`src/pkg/perf_event_pkg.sv`:
```
// package for the performance event counter block
// assumes a single processor clock and coprocessor-0 style move ports
package perf_event_pkg;

    localparam logic [4:0] PERF_REG_SELECTOR = 5'h19;
    localparam logic [1:0] SEL_CONTROL_0     = 2'h0;
    localparam logic [1:0] SEL_COUNTER_0     = 2'h1;
    localparam logic [1:0] SEL_CONTROL_1     = 2'h2;
    localparam logic [1:0] SEL_COUNTER_1     = 2'h3;

    // control register fields
    localparam int CTL_EVENT_LSB  = 5;
    localparam int CTL_EVENT_MSB  = 8;
    localparam int CTL_IRQ_EN_BIT = 4;
    localparam int CTL_EN_EXC     = 3;
    localparam int CTL_EN_KERNEL  = 2;
    localparam int CTL_EN_SUPER   = 1;
    localparam int CTL_EN_USER    = 0;
    localparam logic [31:0] CTL_RESET   = 32'h0000_0000;
    localparam logic [31:0] CTL_MASK    = 32'h0000_01FF;
    localparam logic [31:0] COUNT_RESET = 32'h0000_0000;
    localparam int COUNT_MSB = 31;

    // privilege mode field encodings
    localparam logic [1:0] MODE_KERNEL = 2'h0;
    localparam logic [1:0] MODE_SUPER  = 2'h1;
    localparam logic [1:0] MODE_USER   = 2'h2;

    // event source pulses, all on the processor clock
    typedef struct packed {
        logic       branch_resolved;
        logic       sc_wb_quadword;
        logic       sc_ecc_corrected;
        logic       icache_refill_req;
        logic       imiss_last_qw;
        logic       sc_way_retry_i;
        logic       ext_interv_enter;
        logic       ext_inval_enter;
        logic [3:0] unit_done;
        logic [2:0] grad_count;
        logic [2:0] fp_grad_count;
        logic       dc_wb_quadword;
        logic       xlate_handler_entry;
        logic       branch_restored;
        logic       dcache_req_enter;
        logic       dmiss_second_qw;
        logic       sc_way_retry_d;
        logic       ext_interv_hit;
        logic       ext_inval_hit;
        logic       ce_to_dirty_req;
        logic       sh_to_dirty_req;
    } perf_events_s;

    // processor status bits that qualify counting
    typedef struct packed {
        logic [1:0] privilege_mode_field;
        logic       exception_level;
        logic       error_level;
    } perf_status_s;

endpackage : perf_event_pkg

```
`src/rtl/perf_event_counters.sv`:
```
// two performance event counters with their control registers
// assumes event pulses and status bits are synchronous to I_REF_CLK
`timescale 1ns/10ps

// Behaviour
// - counter 1 event 5 adds floating-point instructions graduated, 0 to 4
// - counter 0 event 6 adds one per cycle with branches resolved
// - counter 1 event 6 counts quadwords written back from data cache
// - counter 0 event 7 counts secondary quadwords into outgoing buffer
// - counter 1 event 7 counts every translation miss handler entry
// - counter 0 event 8 counts corrected single-bit secondary errors
// - counter 1 event 8 counts mispredicted branch restores
// - counter 0 event 9 counts instruction refill requests queued
// - counter 1 event 9 counts data cache requests entering queue
// - event 10 counts instruction and data secondary misses
// - event 11 counts secondary way mispredict retries, per cache
// - counter 0 events 12, 13 count external requests entering queue
// - counter 1 events 12, 13 count external requests hitting secondary
// - counter 0 event 14 adds one when any unit marks done
// - counter 1 events 14, 15 count dirty-exclusive upgrade requests
// - counter 0 event 15 adds instructions graduated
// - selector 11001 moves reach controls and counters by low bits
// - control holds event select, interrupt enable, four mode enables
// - mode enables qualify counting by privilege and exception level
// - error level set stops all counting
// - undefined control bits are reserved
// - interrupt line seven driven only with enable set
// - overflow with enable asserts interrupt line seven
// - reserved control bits read as zero
// - event 0 counts every clock cycle
module perf_event_counters
    import perf_event_pkg::*;
(
    input  wire logic         I_REF_CLK,
    input  wire logic         I_RSTN,
    input  wire logic         I_MOVE_TO_COPROCESSOR_ZERO,
    input  wire logic         I_MOVE_FROM_COPROCESSOR_ZERO,
    input  wire logic [4:0]   I_REG_SELECTOR,
    input  wire logic [1:0]   I_OPCODE_LOW,
    input  wire logic [31:0]  I_WRITE_DATA,
    input  perf_events_s      I_EVENTS,
    input  perf_status_s      I_STATUS,
    output logic [31:0]       O_READ_DATA,
    output logic              O_READ_VALID,
    output logic              O_SHARED_INTERRUPT_LINE_SEVEN
);

    //--------------------------------------------------------------
    // register access decode
    //--------------------------------------------------------------
    logic [31:0] control [2];
    logic [31:0] count   [2];
    logic        wr_hit;
    logic        rd_hit;
    logic        mode_ok [2];
    logic [2:0]  inc     [2];

    // only the performance selector reaches these registers
    assign wr_hit = I_MOVE_TO_COPROCESSOR_ZERO
        && (I_REG_SELECTOR == PERF_REG_SELECTOR);
    assign rd_hit = I_MOVE_FROM_COPROCESSOR_ZERO
        && (I_REG_SELECTOR == PERF_REG_SELECTOR);

    //--------------------------------------------------------------
    // event selection per counter
    //--------------------------------------------------------------
    // counter 0 increment from the selected event
    always_comb begin
        inc[0] = 3'h0;
        unique case (control[0][CTL_EVENT_MSB:CTL_EVENT_LSB])
            4'h0: inc[0] = 3'h1;
            4'h6: inc[0] = {2'h0, I_EVENTS.branch_resolved};
            4'h7: inc[0] = {2'h0, I_EVENTS.sc_wb_quadword};
            4'h8: inc[0] = {2'h0, I_EVENTS.sc_ecc_corrected};
            4'h9: inc[0] = {2'h0, I_EVENTS.icache_refill_req};
            4'hA: inc[0] = {2'h0, I_EVENTS.imiss_last_qw};
            4'hB: inc[0] = {2'h0, I_EVENTS.sc_way_retry_i};
            4'hC: inc[0] = {2'h0, I_EVENTS.ext_interv_enter};
            4'hD: inc[0] = {2'h0, I_EVENTS.ext_inval_enter};
            4'hE: inc[0] = {2'h0, |I_EVENTS.unit_done};
            4'hF: inc[0] = I_EVENTS.grad_count;
            default: inc[0] = 3'h0;
        endcase
    end

    // counter 1 increment from the selected event
    always_comb begin
        inc[1] = 3'h0;
        unique case (control[1][CTL_EVENT_MSB:CTL_EVENT_LSB])
            4'h0: inc[1] = 3'h1;
            4'h5: inc[1] = I_EVENTS.fp_grad_count;
            4'h6: inc[1] = {2'h0, I_EVENTS.dc_wb_quadword};
            4'h7: inc[1] = {2'h0, I_EVENTS.xlate_handler_entry};
            4'h8: inc[1] = {2'h0, I_EVENTS.branch_restored};
            4'h9: inc[1] = {2'h0, I_EVENTS.dcache_req_enter};
            4'hA: inc[1] = {2'h0, I_EVENTS.dmiss_second_qw};
            4'hB: inc[1] = {2'h0, I_EVENTS.sc_way_retry_d};
            4'hC: inc[1] = {2'h0, I_EVENTS.ext_interv_hit};
            4'hD: inc[1] = {2'h0, I_EVENTS.ext_inval_hit};
            4'hE: inc[1] = {2'h0, I_EVENTS.ce_to_dirty_req};
            4'hF: inc[1] = {2'h0, I_EVENTS.sh_to_dirty_req};
            default: inc[1] = 3'h0;
        endcase
    end

    //--------------------------------------------------------------
    // per-counter mode qualification, control and count storage
    //--------------------------------------------------------------
    genvar g;
    generate
        for (g = 0; g < 2; g++) begin : g_chan
            localparam logic [1:0] CTL_SEL = g ? SEL_CONTROL_1 : SEL_CONTROL_0;
            localparam logic [1:0] CNT_SEL = g ? SEL_COUNTER_1 : SEL_COUNTER_0;
            logic user_ok;
            logic super_ok;
            logic kern_ok;
            logic exc_ok;

            // mode enables, any combination, error level blocks all
            assign user_ok  = control[g][CTL_EN_USER]
                && I_STATUS.privilege_mode_field == MODE_USER
                && !I_STATUS.exception_level;
            assign super_ok = control[g][CTL_EN_SUPER]
                && I_STATUS.privilege_mode_field == MODE_SUPER
                && !I_STATUS.exception_level;
            assign kern_ok  = control[g][CTL_EN_KERNEL]
                && I_STATUS.privilege_mode_field == MODE_KERNEL
                && !I_STATUS.exception_level;
            assign exc_ok   = control[g][CTL_EN_EXC]
                && I_STATUS.exception_level;
            assign mode_ok[g] = !I_STATUS.error_level
                && (user_ok || super_ok || kern_ok || exc_ok);

            // control register, reserved bits kept at zero
            always_ff @(posedge I_REF_CLK or negedge I_RSTN) begin
                if (!I_RSTN) begin
                    control[g] <= CTL_RESET;
                end else if (wr_hit && I_OPCODE_LOW == CTL_SEL) begin
                    control[g] <= I_WRITE_DATA & CTL_MASK;
                end
            end

            // counter: software preload wins, else add whole increment
            always_ff @(posedge I_REF_CLK or negedge I_RSTN) begin
                if (!I_RSTN) begin
                    count[g] <= COUNT_RESET;
                end else if (wr_hit && I_OPCODE_LOW == CNT_SEL) begin
                    count[g] <= I_WRITE_DATA;
                end else if (mode_ok[g]) begin
                    count[g] <= count[g] + {29'h0, inc[g]};
                end
            end

            // a selected event must land in the counter next cycle
            a_count_adds_event: assert property (
                @(posedge I_REF_CLK) disable iff (!I_RSTN)
                (mode_ok[g] && !(wr_hit && I_OPCODE_LOW == CNT_SEL))
                |=> count[g] == $past(count[g]) + {29'h0, $past(inc[g])})
                else $error("counter did not add its selected event");

            a_error_blocks: assert property (
                @(posedge I_REF_CLK) disable iff (!I_RSTN)
                (I_STATUS.error_level
                 && !(wr_hit && I_OPCODE_LOW == CNT_SEL))
                |=> $stable(count[g]))
                else $error("counter moved while error level set");

            a_reserved_zero: assert property (
                @(posedge I_REF_CLK) disable iff (!I_RSTN)
                (control[g] & ~CTL_MASK) == 32'h0000_0000)
                else $error("reserved control bits not zero");

            // a software move to the counter replaces its value
            a_preload_wins: assert property (
                @(posedge I_REF_CLK) disable iff (!I_RSTN)
                (wr_hit && I_OPCODE_LOW == CNT_SEL)
                |=> count[g] == $past(I_WRITE_DATA))
                else $error("counter preload did not land");

            // a move to the control keeps only the defined fields
            a_control_write: assert property (
                @(posedge I_REF_CLK) disable iff (!I_RSTN)
                (wr_hit && I_OPCODE_LOW == CTL_SEL)
                |=> control[g] == ($past(I_WRITE_DATA) & CTL_MASK))
                else $error("control write kept wrong bits");

            // no qualifying mode means the count holds still
            a_mode_gates: assert property (
                @(posedge I_REF_CLK) disable iff (!I_RSTN)
                (!mode_ok[g] && !(wr_hit && I_OPCODE_LOW == CNT_SEL))
                |=> $stable(count[g]))
                else $error("counter moved with no mode enabled");
        end
    endgenerate

    //--------------------------------------------------------------
    // read path and interrupt
    //--------------------------------------------------------------
    // register read data, one cycle after the move
    always_ff @(posedge I_REF_CLK or negedge I_RSTN) begin
        if (!I_RSTN) begin
            O_READ_DATA  <= 32'h0000_0000;
            O_READ_VALID <= 1'b0;
        end else begin
            O_READ_VALID <= rd_hit;
            if (rd_hit) begin
                unique case (I_OPCODE_LOW)
                    SEL_CONTROL_0: O_READ_DATA <= control[0];
                    SEL_COUNTER_0: O_READ_DATA <= count[0];
                    SEL_CONTROL_1: O_READ_DATA <= control[1];
                    SEL_COUNTER_1: O_READ_DATA <= count[1];
                endcase
            end
        end
    end

    // overflow level held while msb set and enable set
    always_ff @(posedge I_REF_CLK or negedge I_RSTN) begin
        if (!I_RSTN) begin
            O_SHARED_INTERRUPT_LINE_SEVEN <= 1'b0;
        end else begin
            O_SHARED_INTERRUPT_LINE_SEVEN <=
                (count[0][COUNT_MSB] && control[0][CTL_IRQ_EN_BIT])
                || (count[1][COUNT_MSB] && control[1][CTL_IRQ_EN_BIT]);
        end
    end

    a_irq_needs_enable: assert property (
        @(posedge I_REF_CLK) disable iff (!I_RSTN)
        (!control[0][CTL_IRQ_EN_BIT] && !control[1][CTL_IRQ_EN_BIT]) ##1
        (!control[0][CTL_IRQ_EN_BIT] && !control[1][CTL_IRQ_EN_BIT])
        |-> !O_SHARED_INTERRUPT_LINE_SEVEN)
        else $error("interrupt raised without enable");

    a_irq_on_overflow: assert property (
        @(posedge I_REF_CLK) disable iff (!I_RSTN)
        (count[0][COUNT_MSB] && control[0][CTL_IRQ_EN_BIT])
        |=> O_SHARED_INTERRUPT_LINE_SEVEN)
        else $error("overflow did not raise interrupt");

    // counter 1 overflow with its enable also raises the line
    a_irq_counter_one: assert property (
        @(posedge I_REF_CLK) disable iff (!I_RSTN)
        (count[1][COUNT_MSB] && control[1][CTL_IRQ_EN_BIT])
        |=> O_SHARED_INTERRUPT_LINE_SEVEN)
        else $error("counter 1 overflow did not raise interrupt");

    // with no enabled overflow left the line falls next cycle
    a_irq_released: assert property (
        @(posedge I_REF_CLK) disable iff (!I_RSTN)
        !(count[0][COUNT_MSB] && control[0][CTL_IRQ_EN_BIT])
        && !(count[1][COUNT_MSB] && control[1][CTL_IRQ_EN_BIT])
        |=> !O_SHARED_INTERRUPT_LINE_SEVEN)
        else $error("interrupt held with no enabled overflow");

    a_cycle_event: assert property (
        @(posedge I_REF_CLK) disable iff (!I_RSTN)
        (control[0][CTL_EVENT_MSB:CTL_EVENT_LSB] == 4'h0 && mode_ok[0]
         && !wr_hit) |=> count[0] == $past(count[0]) + 32'h0000_0001)
        else $error("cycle event did not count by one");

    a_read_back: assert property (
        @(posedge I_REF_CLK) disable iff (!I_RSTN)
        (rd_hit && I_OPCODE_LOW == SEL_CONTROL_1 && !wr_hit)
        |=> O_READ_VALID && O_READ_DATA == control[1])
        else $error("control 1 read returned wrong data");

    a_branch_once: assert property (
        @(posedge I_REF_CLK) disable iff (!I_RSTN)
        (control[0][CTL_EVENT_MSB:CTL_EVENT_LSB] == 4'h6 && mode_ok[0]
         && I_EVENTS.branch_resolved && !wr_hit)
        |=> count[0] == $past(count[0]) + 32'h0000_0001)
        else $error("branch event did not add exactly one");

    // graduated counts are added whole, not clipped to one
    a_grad_whole: assert property (
        @(posedge I_REF_CLK) disable iff (!I_RSTN)
        (control[0][CTL_EVENT_MSB:CTL_EVENT_LSB] == 4'hF && mode_ok[0]
         && !wr_hit)
        |=> count[0] == $past(count[0])
            + {29'h0, $past(I_EVENTS.grad_count)})
        else $error("graduation count not added whole");

    // floating-point graduations on counter 1 are added whole
    a_fp_grad_whole: assert property (
        @(posedge I_REF_CLK) disable iff (!I_RSTN)
        (control[1][CTL_EVENT_MSB:CTL_EVENT_LSB] == 4'h5 && mode_ok[1]
         && !wr_hit)
        |=> count[1] == $past(count[1])
            + {29'h0, $past(I_EVENTS.fp_grad_count)})
        else $error("fp graduation count not added whole");

    // a read of counter 0 returns the value held before the read edge
    a_read_counter: assert property (
        @(posedge I_REF_CLK) disable iff (!I_RSTN)
        (rd_hit && I_OPCODE_LOW == SEL_COUNTER_0)
        |=> O_READ_VALID && O_READ_DATA == $past(count[0]))
        else $error("counter 0 read returned wrong data");

    // read valid is one pulse per read move and never spontaneous
    a_valid_pulse: assert property (
        @(posedge I_REF_CLK) disable iff (!I_RSTN)
        !rd_hit |=> !O_READ_VALID)
        else $error("read valid without a read move");

endmodule : perf_event_counters

```
`config.mk`:
```
export PLATFORM = sky130hd
export DESIGN_NAME = perf_event_counters
export DESIGN_NICKNAME = d
export VERILOG_FILES = /design/src/pkg/perf_event_pkg.sv /design/src/rtl/perf_event_counters.sv
export SDC_FILE = /design/constraint.sdc
export NUM_CORES = 1
export LEC_CHECK = 0
export ABC_AREA = 1
export BUFFER_PORTS_ARGS = -buffer_cell sky130_fd_sc_hd__clkbuf_2
export CAP_MARGIN = 10
export CORE_ASPECT_RATIO = 1.5
export CORE_MARGIN = 2
export CORE_UTILIZATION = 45
export DETAILED_ROUTE_END_ITERATION = 8
export PLACE_DENSITY = 0.65
export SETUP_SLACK_MARGIN = 0.05
export SYNTH_ARGS = -nofsm -noshare
export SYNTH_HDL_FRONTEND = slang
export SYNTH_SLANG_ARGS = --single-unit
```
`constraint.sdc`:
```
create_clock -name I_REF_CLK -period 3.4 [get_ports I_REF_CLK]
set_input_delay 0.85 -clock I_REF_CLK [delete_from_list [all_inputs] [get_ports I_REF_CLK]]
set_output_delay 0.85 -clock I_REF_CLK [all_outputs]
set_load 0.05 [all_outputs]
```
; ---- Word level (Yosys, flattened, before mapping)
; Index checks and enable logic that the tools add are counted.
[totals]
register_bits = 116
[classes]
n_eq_ne = 27
n_mux = 7
addsub = 2
reduce_logical = 40
[ops]
columns = cell, count
row1 = 2-to-1 mux 32 bit, 4
row2 = one-hot mux 32 bit (4 select lines), 1
row3 = adder 32 x 3 -> 32 bit, 2
row4 = == test 4 bit (second input constant), 16
row5 = one-hot mux 3 bit (12 select lines), 1
row6 = one-hot mux 3 bit (11 select lines), 1
row7 = logical AND 1 bit, 24
row8 = == test 4 x 3 -> 1 bit (second input constant), 5
row9 = zero test 4 bit, 2
row10 = logical OR 1 bit, 7
row11 = == test 2 bit (second input constant), 3
row12 = == test 5 bit (second input constant), 1
row13 = == test 2 x 1 -> 1 bit (second input constant), 2
row14 = zero test 2 bit, 2
row15 = nonzero test 2 bit, 2
row16 = OR reduction 4 bit, 1
row17 = zero test 1 bit, 2

; ---- Depth between registers and ports, before layout
; Gate-level depths: netlist (run 1).
[depth]
word_depth = 9
ltp_mapped = 21

; ---- Worst setup path after synthesis (run 1)
; No wires, ideal clock.
[synth_timing]
path_kind = input -> register
start = input port I_EVENTS[19] (netlist name)
end = register count[54] (netlist name)
arrival_ns = 2.600
cell_stages = 17
required_ns = 3.284
setup_slack_ns = 0.684
cell_sequence = nor2_1 -> a21oi_1 -> o21ai_0 -> o21ai_0 -> ha_1 -> inv_1 -> fa_1 -> inv_1 -> nand2_1 -> nand2_1 -> nand3_1 -> nor2_1 -> nand2_1 -> nand2_1 -> nand2_1 -> nand2_1 -> nand2_1
[synth_via]
elab_chain_len = 5
[synth_lines]
columns = element, line
row1 = start: declaration, perf_event_counters.sv:41  ; input perf_events_s I_EVENTS,
row2 = OR reduction 4 bit, perf_event_counters.sv:80  ; 4'hE: inc[0] = {2'h0, |I_EVENTS.unit_done};
row3 = one-hot mux 3 bit (11 select lines), perf_event_counters.sv:70  ; unique case (control[0][CTL_EVENT_MSB:CTL_EVENT_LSB])
row4 = adder 32 x 3 -> 32 bit, perf_event_counters.sv:150  ; count[g] <= count[g] + {29'h0, inc[g]};
row5 = 2-to-1 mux 32 bit, perf_event_counters.sv:149  ; end else if (mode_ok[g]) begin
row6 = 2-to-1 mux 32 bit, perf_event_counters.sv:147  ; end else if (wr_hit && I_OPCODE_LOW == CNT_SEL) begin
row7 = end signal: indexed assignment, perf_event_counters.sv:150
row8 = end: declaration, perf_event_counters.sv:52  ; logic [31:0] count [2];
; Every way passes these cells. The select of a mux whose other input is x is not followed.
; A chain may end at the register's enable or synchronous reset.

; ---- Worst setup path after layout (run 1)
[layout_timing]
start = register control[5] (netlist name)
end = register count[28] (netlist name)
[layout_via]
elab_chain_len = 5
word_cells_on_any_way = 16
cone_classes = 1 x add/sub / 11 x eq/ne / 3 x mux / 1 x reduce/logical
[layout_lines]
columns = element, line
row1 = start: declaration, perf_event_counters.sv:51  ; logic [31:0] control [2];
row2 = start signal: indexed assignment, perf_event_counters.sv:139  ; control[g] <= I_WRITE_DATA & CTL_MASK;
row3 = == test 4 bit (tied with other cells), perf_event_counters.sv:89  ; unique case (control[1][CTL_EVENT_MSB:CTL_EVENT_LSB])
row4 = one-hot mux 3 bit (12 select lines) *, perf_event_counters.sv:89
row5 = adder 32 x 3 -> 32 bit *, perf_event_counters.sv:150
row6 = 2-to-1 mux 32 bit *, perf_event_counters.sv:149
row7 = 2-to-1 mux 32 bit *, perf_event_counters.sv:147
; Mark *: on every way between the ends. The rest lies on a longest branch, timed or not. The select of a mux whose other input is x is not followed.

==> metrics.cfg, run 1 <==
[status]
outcome = finished, final reports clean

[synthesis]
yosys_register_bits = 116
synth_nets = 1252
synth-edff-count = 0
synth_seq_area_share_pct = 38.5
mappedNetlistArea_sq_um = 7540
synth_warnings = 0
synth_area_per_cell_sq_um = 6.45
synth_cells = 1169
asyncSetResetFlopFracSynth_pct = 100
netlist-cell-type-count = 33
synthFlopType = sky130_fd_sc_hd__dfrtp_1

[critical_path]
crit_chain = inv_1, nor2_1, nand2_1, nand3_1, nand2_1, o31ai_1, nand2_1, o21ai_0, ha_1, inv_1, fa_1, inv_1, nand2_1, nand2_1, nand2_1, nor2_1, nand2_1, nand2_1, nand2_1, nand2_1, nand2_1
cpMaxStageDelayCell = sky130_fd_sc_hd__dfrtp_1
worstPathRequired_ns = 3.71
worst-setup-path-type = register to register
worst_path_most_repeated_cell = sky130_fd_sc_hd__nand2_1
worstPathArrival_ns = 3.29
critPathBufInv = 3
crit_family = simple AND/OR/NAND/NOR gates
worst_setup_path_start_kind = register
worst_r2r_startpoint = control[5]
crit_path_end_kind = register
critPathMaxStageDelay_ns = 0.45
r2r_setup_slack_ns = 0.42
crit_fanout = 6
setup.worst_path.start = control[5]

[drt]
detail_route.wl_per_cell_microns = 17.1
via_count = 7954
antenna_left = 0
dr.pass1.iters = 5
routed_wirelength_microns = 25700
dr.first_iter.drc_count = 615
route.detailed.drc = 0
routed_via_density = 5.30

[die]
core_area_sq_um = 16600
die-area_sq_um = 17800
chipWidth_microns = 110
floorplan.initialDensity_pct = 45.4
die_h_microns = 163
io_pins = 109
rows = 58

[sta]
report.final.hold_viol_count = 0
max_freq_mhz = 335
final_max_slew_viol_count = 0
max_slew.worst_pin.slew_ns = 0.748
setup_repair_after_global_routing_missed_its_margin = no
timing.final.ws_setup_ns = 0.419
slew-limit-headroom_pct = 49.8
timing.final.crit_period_ns = 2.98
final.setup.tns_ns = 0
timing.clock.skew_ns = 0.00635
post-route-period-util_pct = 87.7
setup_violations = 0

[pwr]
power-per-cell-area_nw_per_um2 = 536
p_leak_nw = 4.49
totalPowerFinal_mw = 4.75
vdd_drop_max_mv = 0.257

[clock_tree]
worst_skew_pair.late_latency_ns = 0.42
htreeDepth = 4
hold_buffers = 0
cts.sinks = 116
tritoncts = yes
post-cts-setup-buffers = 0
clk_transition_reported_paths_ns = 0.06
ctsLongestPathBuffers = 2
cts_resized = 0
numCtsBuffers = 17
clockRootBuffer = sky130_fd_sc_hd__clkbuf_16

[final_layout]
drive_gt1_share_pct = 12.8
filler_cell_count = 1751
diodes = 0
utilization_pct = 53.3
design_area_sq_um = 8860
finalNetCount = 1362
syn2layout_area_growth_pct = 17.4

[place]
hpwl_microns = 19800
placement.cell_area_sq_um = 8330
place_congestion = 0.976
port_buffers = 108
post-place-ws_ns = 0.292

[global_routing]
total_routing_usage_gr_pct = 30.0
pin_count_of_the_biggest_net_entering_global_routing = 44
antenna_found_initial = 0
grt_pass1_wl_microns = 40000
grt_remaining_overflow = 0
number_of_global_route_vias_before_repair = 7667

[run]
max-cap-violations = 0

[worst_hold_path]
hold_class = input port to async pin

## cell families (layout without fill, tap and decap cells)
logic type | Yosys count | in the layout | share of synthesized area (%)
simple gates | 737 | 737 | 39.5
fa+ha+maj | 8 | 8 | 1.53
flops | 116 | 116 | 38.5
compound gates | 116 | 116 | 8.99
xor+xnor | 24 | 24 | 2.79
buf+inv | 168 | 290 | 8.72
## worst paths after layout
check	end	depth (start not counted)
setup reg to reg	count[28]	21
min in group I_REF_CLK	O_READ_DATA[4]	2
hold / removal	count[58]	1
hold reg to reg	O_READ_DATA[4]	2
max in group asynchronous	count[23]	2
setup / recovery	count[28]	21
## Yosys cell counts (2+ instances only)
| cell | instances | share of area, % |
|---|---|---|
| sky130_fd_sc_hd__nand2_1 | 510 | 25 |
| sky130_fd_sc_hd__inv_1 | 132 | 6.6 |
| sky130_fd_sc_hd__dfrtp_1 | 116 | 38 |
| sky130_fd_sc_hd__nor2_1 | 104 | 5.2 |
| sky130_fd_sc_hd__nand3_1 | 91 | 6.0 |
| sky130_fd_sc_hd__o21ai_0 | 47 | 3.1 |
| sky130_fd_sc_hd__o22ai_1 | 29 | 2.4 |
| sky130_fd_sc_hd__o211ai_1 | 19 | 1.9 |
| sky130_fd_sc_hd__xor2_1 | 19 | 2.2 |
| sky130_fd_sc_hd__clkbuf_1 | 16 | 0.80 |
| sky130_fd_sc_hd__nor3_1 | 13 | 0.86 |
| sky130_fd_sc_hd__a21oi_1 | 12 | 0.80 |
| sky130_fd_sc_hd__buf_2 | 10 | 0.66 |
| sky130_fd_sc_hd__nand4_1 | 9 | 0.75 |
| sky130_fd_sc_hd__ha_1 | 6 | 0.99 |
| sky130_fd_sc_hd__xnor2_1 | 5 | 0.58 |
| sky130_fd_sc_hd__a31oi_1 | 4 | 0.33 |
| sky130_fd_sc_hd__inv_2 | 4 | 0.20 |
| sky130_fd_sc_hd__nand3_2 | 4 | 0.53 |
| sky130_fd_sc_hd__buf_4 | 2 | 0.20 |
| sky130_fd_sc_hd__clkinv_1 | 2 | 0.10 |
| sky130_fd_sc_hd__fa_1 | 2 | 0.53 |
| sky130_fd_sc_hd__nor2_4 | 2 | 0.30 |
| sky130_fd_sc_hd__o21ai_1 | 2 | 0.13 |
## layout by cell type (no fill, tap or decap), types with 2 or more instances in the layout
master                       synthesis  layout
sky130_fd_sc_hd__nand2_1           510     510
sky130_fd_sc_hd__inv_1             132     132
sky130_fd_sc_hd__dfrtp_1           116     116
sky130_fd_sc_hd__clkbuf_2            0     107
sky130_fd_sc_hd__nor2_1            104     102
sky130_fd_sc_hd__nand3_1            91      91
sky130_fd_sc_hd__o21ai_0            47      47
sky130_fd_sc_hd__o22ai_1            29      29
sky130_fd_sc_hd__xor2_1             19      19
sky130_fd_sc_hd__o211ai_1           19      19
sky130_fd_sc_hd__clkbuf_16           0      17
sky130_fd_sc_hd__nor3_1             13      13
sky130_fd_sc_hd__buf_4               2      13
sky130_fd_sc_hd__a21oi_1            12      12
sky130_fd_sc_hd__nand4_1             9       9
sky130_fd_sc_hd__clkinv_2            0       9
sky130_fd_sc_hd__ha_1                6       6
sky130_fd_sc_hd__xnor2_1             5       5
sky130_fd_sc_hd__nand3_2             4       4
sky130_fd_sc_hd__inv_2               4       4
sky130_fd_sc_hd__a31oi_1             4       4
sky130_fd_sc_hd__o21ai_1             2       2
sky130_fd_sc_hd__nor2_4              2       2
sky130_fd_sc_hd__nor2_2              0       2
sky130_fd_sc_hd__clkinv_1            2       2
sky130_fd_sc_hd__fa_1                2       2
sky130_fd_sc_hd__clkinvlp_4          0       2
## routing by layer
| metal | wire length [microns] | track usage (%) | vias up | part of all wire, % |
|---|---|---|---|---|
| li1 | - | - | 3911 | - |
| met4 | 1860 | 19.9 | 0 | 7.2 |
| met5 | 0 | 0 | - | 0 |
| met2 | 12800 | 51.3 | 291 | 50 |
| met3 | 1220 | 4.48 | 80 | 4.8 |
| met1 | 9820 | 34.0 | 3672 | 38 |
## where the power goes
| part | switching, mW | internal (mW) |
|---|---|---|
| sequential | 0.330 | 1.62 |
| combinational | 0.757 | 0.380 |
| clock | 0.656 | 1.00 |
| total | 1.74 | 3.00 |
## metrics by stage
step                hold WS, ns  instances
floorplan                 0.465       1169
finish                    0.385       1501
detailed placement        0.464       1470
CTS                       0.398       1501
global route              0.412       1501
global placement          0.464       1470
## flip-flops by register name, indices dropped and copies added, names as in the netlist
| name | flops |
|---|---|
| count | 64 |
| O_READ_DATA | 32 |
| control | 18 |
| O_READ_VALID | 1 |
| O_SHARED_INTERRUPT_LINE_SEVEN | 1 |
## area by class of cell
class,instances,area [sq um],area share [%]
Sequential cell,116,2900,32.8
Clock inverter,12,90.1,1.02
Timing Repair Buffer,121,653,7.37
Clock buffer,19,443,5.00
Tap cell,210,263,2.97
Multi-Input combinational cell,885,3990,45.0
Inverter,138,518,5.85
No activity file was read; power rests on OpenSTA's default activity.
==> inputs of run 2 (changes only) <==
--- a/config.mk
+++ b/config.mk
@@ -8,7 +8,7 @@
 export ABC_AREA = 1
 export BUFFER_PORTS_ARGS = -buffer_cell sky130_fd_sc_hd__clkbuf_2
 export CAP_MARGIN = 10
-export CORE_ASPECT_RATIO = 1.5
+export CORE_ASPECT_RATIO = 0.75
 export CORE_MARGIN = 2
 export CORE_UTILIZATION = 45
 export DETAILED_ROUTE_END_ITERATION = 8
==> metrics.cfg, run 2 (synthesized netlist as in run 1, its figures left out) <==
[place]
place.detailed.instances = 1468  ; was 1470
port_buffers = 108  ; unchanged
hpwl_microns = 18900  ; was 19800 microns
place_congestion = 0.950  ; was 0.976

[clock_tree]
htreeDepth = 4  ; unchanged
clk_transition_reported_paths_ns = 0.05  ; was 0.06 ns
cts.sinks = 116  ; unchanged
cts_resized = 0  ; unchanged
ctsLongestPathBuffers = 2  ; unchanged
tritoncts = yes  ; unchanged
post-cts-setup-buffers = 0  ; unchanged
numCtsBuffers = 17  ; unchanged
clockRootBuffer = sky130_fd_sc_hd__clkbuf_16  ; unchanged
hold_buffers = 0  ; unchanged
worst_skew_pair.late_latency_ns = 0.43  ; was 0.42 ns

[critical_path]
crit_fanout = 6  ; unchanged
worst-setup-path-type = register to register  ; unchanged
worstPathRequired_ns = 3.71  ; about the same
crit_path_end_kind = register  ; unchanged
worstPathArrival_ns = 3.31  ; was 3.29 ns
count_of_cells_along_the_worst_register_to_register_path = 21  ; unchanged
worst_setup_path_start_kind = register  ; unchanged

[sta]
setup_violations = 0  ; unchanged
timing.clock.skew_ns = 0.0113  ; was 0.00635 ns
report.final.hold_viol_count = 0  ; unchanged
final.setup.tns_ns = 0  ; unchanged
slew-limit-headroom_pct = 60.2  ; was 49.8%
max_freq_mhz = 334  ; was 335 MHz
final_max_slew_viol_count = 0  ; unchanged
timing.final.crit_period_ns = 2.99  ; was 2.98 ns
post-route-period-util_pct = 88.0  ; was 87.7%
setup_repair_after_global_routing_missed_its_margin = no  ; unchanged
max_slew.worst_pin.slew_ns = 0.594  ; was 0.748 ns

[global_routing]
pin_count_of_the_biggest_net_entering_global_routing = 103  ; was 44
number_of_global_route_vias_before_repair = 7479  ; was 7667
grt_pass1_wl_microns = 40000  ; about the same
grt_remaining_overflow = 0  ; unchanged
antenna_found_initial = 0  ; unchanged
total_routing_usage_gr_pct = 29.2  ; was 30.0%

[die]
floorplan.initialDensity_pct = 46.5  ; was 45.4%
rows = 40  ; was 58
io_pins = 109  ; unchanged
die-area_sq_um = 17800  ; about the same
core_area_sq_um = 16200  ; was 16600 sq um
die_h_microns = 116  ; was 163 microns
chipWidth_microns = 154  ; was 110 microns

[pwr]
share_seq_of_total_power_pct = 38.4  ; was 41.1%
power.share.switching_pct = 34.8  ; was 36.7%
power.clock.fraction_pct = 38.7  ; was 35.0%
power-per-cell-area_nw_per_um2 = 565  ; was 536 nW/um^2
vdd_drop_max_mv = 0.313  ; was 0.257 mV
power.internal_mw = 3.30  ; was 3.00 mW
switching_power_mw = 1.76  ; was 1.74 mW
combinational_share_of_power_pct = 22.8  ; was 23.9%
p_leak_nw = 4.53  ; was 4.49 nW

[final_layout]
finalNetCount = 1360  ; was 1362
largest_registers = count x64, O_READ_DATA x32, control x18  ; unchanged
syn2layout_area_growth_pct = 18.6  ; was 17.4%
largest_reg_flops = 64  ; unchanged
filler_cell_count = 1702  ; was 1751
final_cell_mix = 510 x sky130_fd_sc_hd__nand2_1, 132 x sky130_fd_sc_hd__inv_1, 116 x sky130_fd_sc_hd__dfrtp_1  ; unchanged
area_of_the_multi_input_gates_sq_um = 3990  ; unchanged
drive_gt1_share_pct = 12.6  ; was 12.8%
layout.area.seq_sq_um = 2900  ; unchanged
finalNonFillerCells = 1500  ; was 1501
largest-register = count  ; unchanged
mostFrequentLayoutCell = sky130_fd_sc_hd__nand2_1  ; unchanged
diodes = 0  ; unchanged

[status]
outcome = finished, final reports clean  ; unchanged

[drt]
detailroute.wirelength.met2_microns = 9850  ; was 12800 microns
routed_via_density = 5.32  ; was 5.30
dr.first_iter.drc_count = 1016  ; was 615
routed_wirelength_microns = 25100  ; was 25700 microns
antenna_left = 0  ; unchanged
met3WireLength_microns = 2860  ; was 1220 microns
route.detailed.drc = 0  ; unchanged
top_signal_layer_used = met4  ; unchanged
wl_on_met1_microns = 12000  ; was 9820 microns
via_count = 7985  ; was 7954
dr.pass1.iters = 5  ; unchanged
detail_route.wl_per_cell_microns = 16.7  ; was 17.1 microns

[worst_hold_path]
hold_class = input port to async pin  ; unchanged

[run]
max-cap-violations = 0  ; unchanged

-- run 2: final timing paths --
check | slack, ns | from | endpoint
min in group I_REF_CLK | 0.47 | O_READ_DATA[10] | O_READ_DATA[10]
hold / removal | 0.28 | I_RSTN | control[40]
setup reg to reg | 0.41 | control[5] | count[28]
hold reg to reg | 0.47 | O_READ_DATA[10] | O_READ_DATA[10]
max in group asynchronous | 2.30 | I_RSTN | O_READ_DATA[9]
setup / recovery | 0.41 | control[5] | count[28]
-- run 2: per-layer routing --
metal  track usage (%)  vias up
li1                  -     3906
met1              44.7     3689
met2              40.6      362
met3              8.53       28
met4              6.85        0
met5                 0        -
-- run 2: metrics by stage --
step           hold WS [ns]  setup WS (ns)  area, sq um  utilization, %  total power, mW
2_1_floorplan         0.465          0.684         7540               -             2.64
3_3_place_gp          0.462          0.303         8310            51.2             3.06
3_5_place_dp          0.466          0.291         8310            51.2             3.08
4_1_cts               0.288          0.440         8950            55.2             5.03
5_1_grt               0.276         0.0666         8950            55.2             5.30
6_report              0.284          0.407         8950            55.2             5.06
-- run 2: power by group through the flow --
| stage | sequential (mW) | clock, mW | combinational (mW) |
|---|---|---|---|
| after floorplan | 2.00 | 0 | 0.644 |
| after global placement | 1.94 | 0 | 1.12 |
| after detailed placement | 1.95 | 0 | 1.14 |
| after CTS | 1.93 | 1.96 | 1.14 |
| after global routing | 1.98 | 2.03 | 1.30 |
| final | 1.94 | 1.96 | 1.15 |
-- run 2: layout make-up --
cell class                      instances  share of cell area, %
Sequential cell                       116                   32.4
Clock inverter                          9                   1.66
Inverter                              138                   5.79
Clock buffer                           23                   5.45
Multi-Input combinational cell        885                   44.6
Tap cell                              210                   2.94
Timing Repair Buffer                  119                   7.13
-- run 2: worst max-delay path, cell delays in order (launching register included) --
cell and delay (ns):
sky130_fd_sc_hd__dfrtp_1 0.45, sky130_fd_sc_hd__inv_1 0.08, sky130_fd_sc_hd__nor2_1 0.26, sky130_fd_sc_hd__nand2_1 0.09, sky130_fd_sc_hd__nand3_1 0.08, sky130_fd_sc_hd__nand2_1 0.05, sky130_fd_sc_hd__o31ai_1 0.07, sky130_fd_sc_hd__nand2_1 0.07
sky130_fd_sc_hd__o21ai_0 0.09, sky130_fd_sc_hd__ha_1 0.19, sky130_fd_sc_hd__inv_1 0.06, sky130_fd_sc_hd__fa_1 0.40, sky130_fd_sc_hd__inv_1 0.07, sky130_fd_sc_hd__nand2_1 0.04, sky130_fd_sc_hd__nand2_1 0.12, sky130_fd_sc_hd__nand2_1 0.10
sky130_fd_sc_hd__nor2_1 0.34, sky130_fd_sc_hd__nand2_1 0.10, sky130_fd_sc_hd__nand2_1 0.06, sky130_fd_sc_hd__nand2_1 0.05, sky130_fd_sc_hd__nand2_1 0.05, sky130_fd_sc_hd__nand2_1 0.06
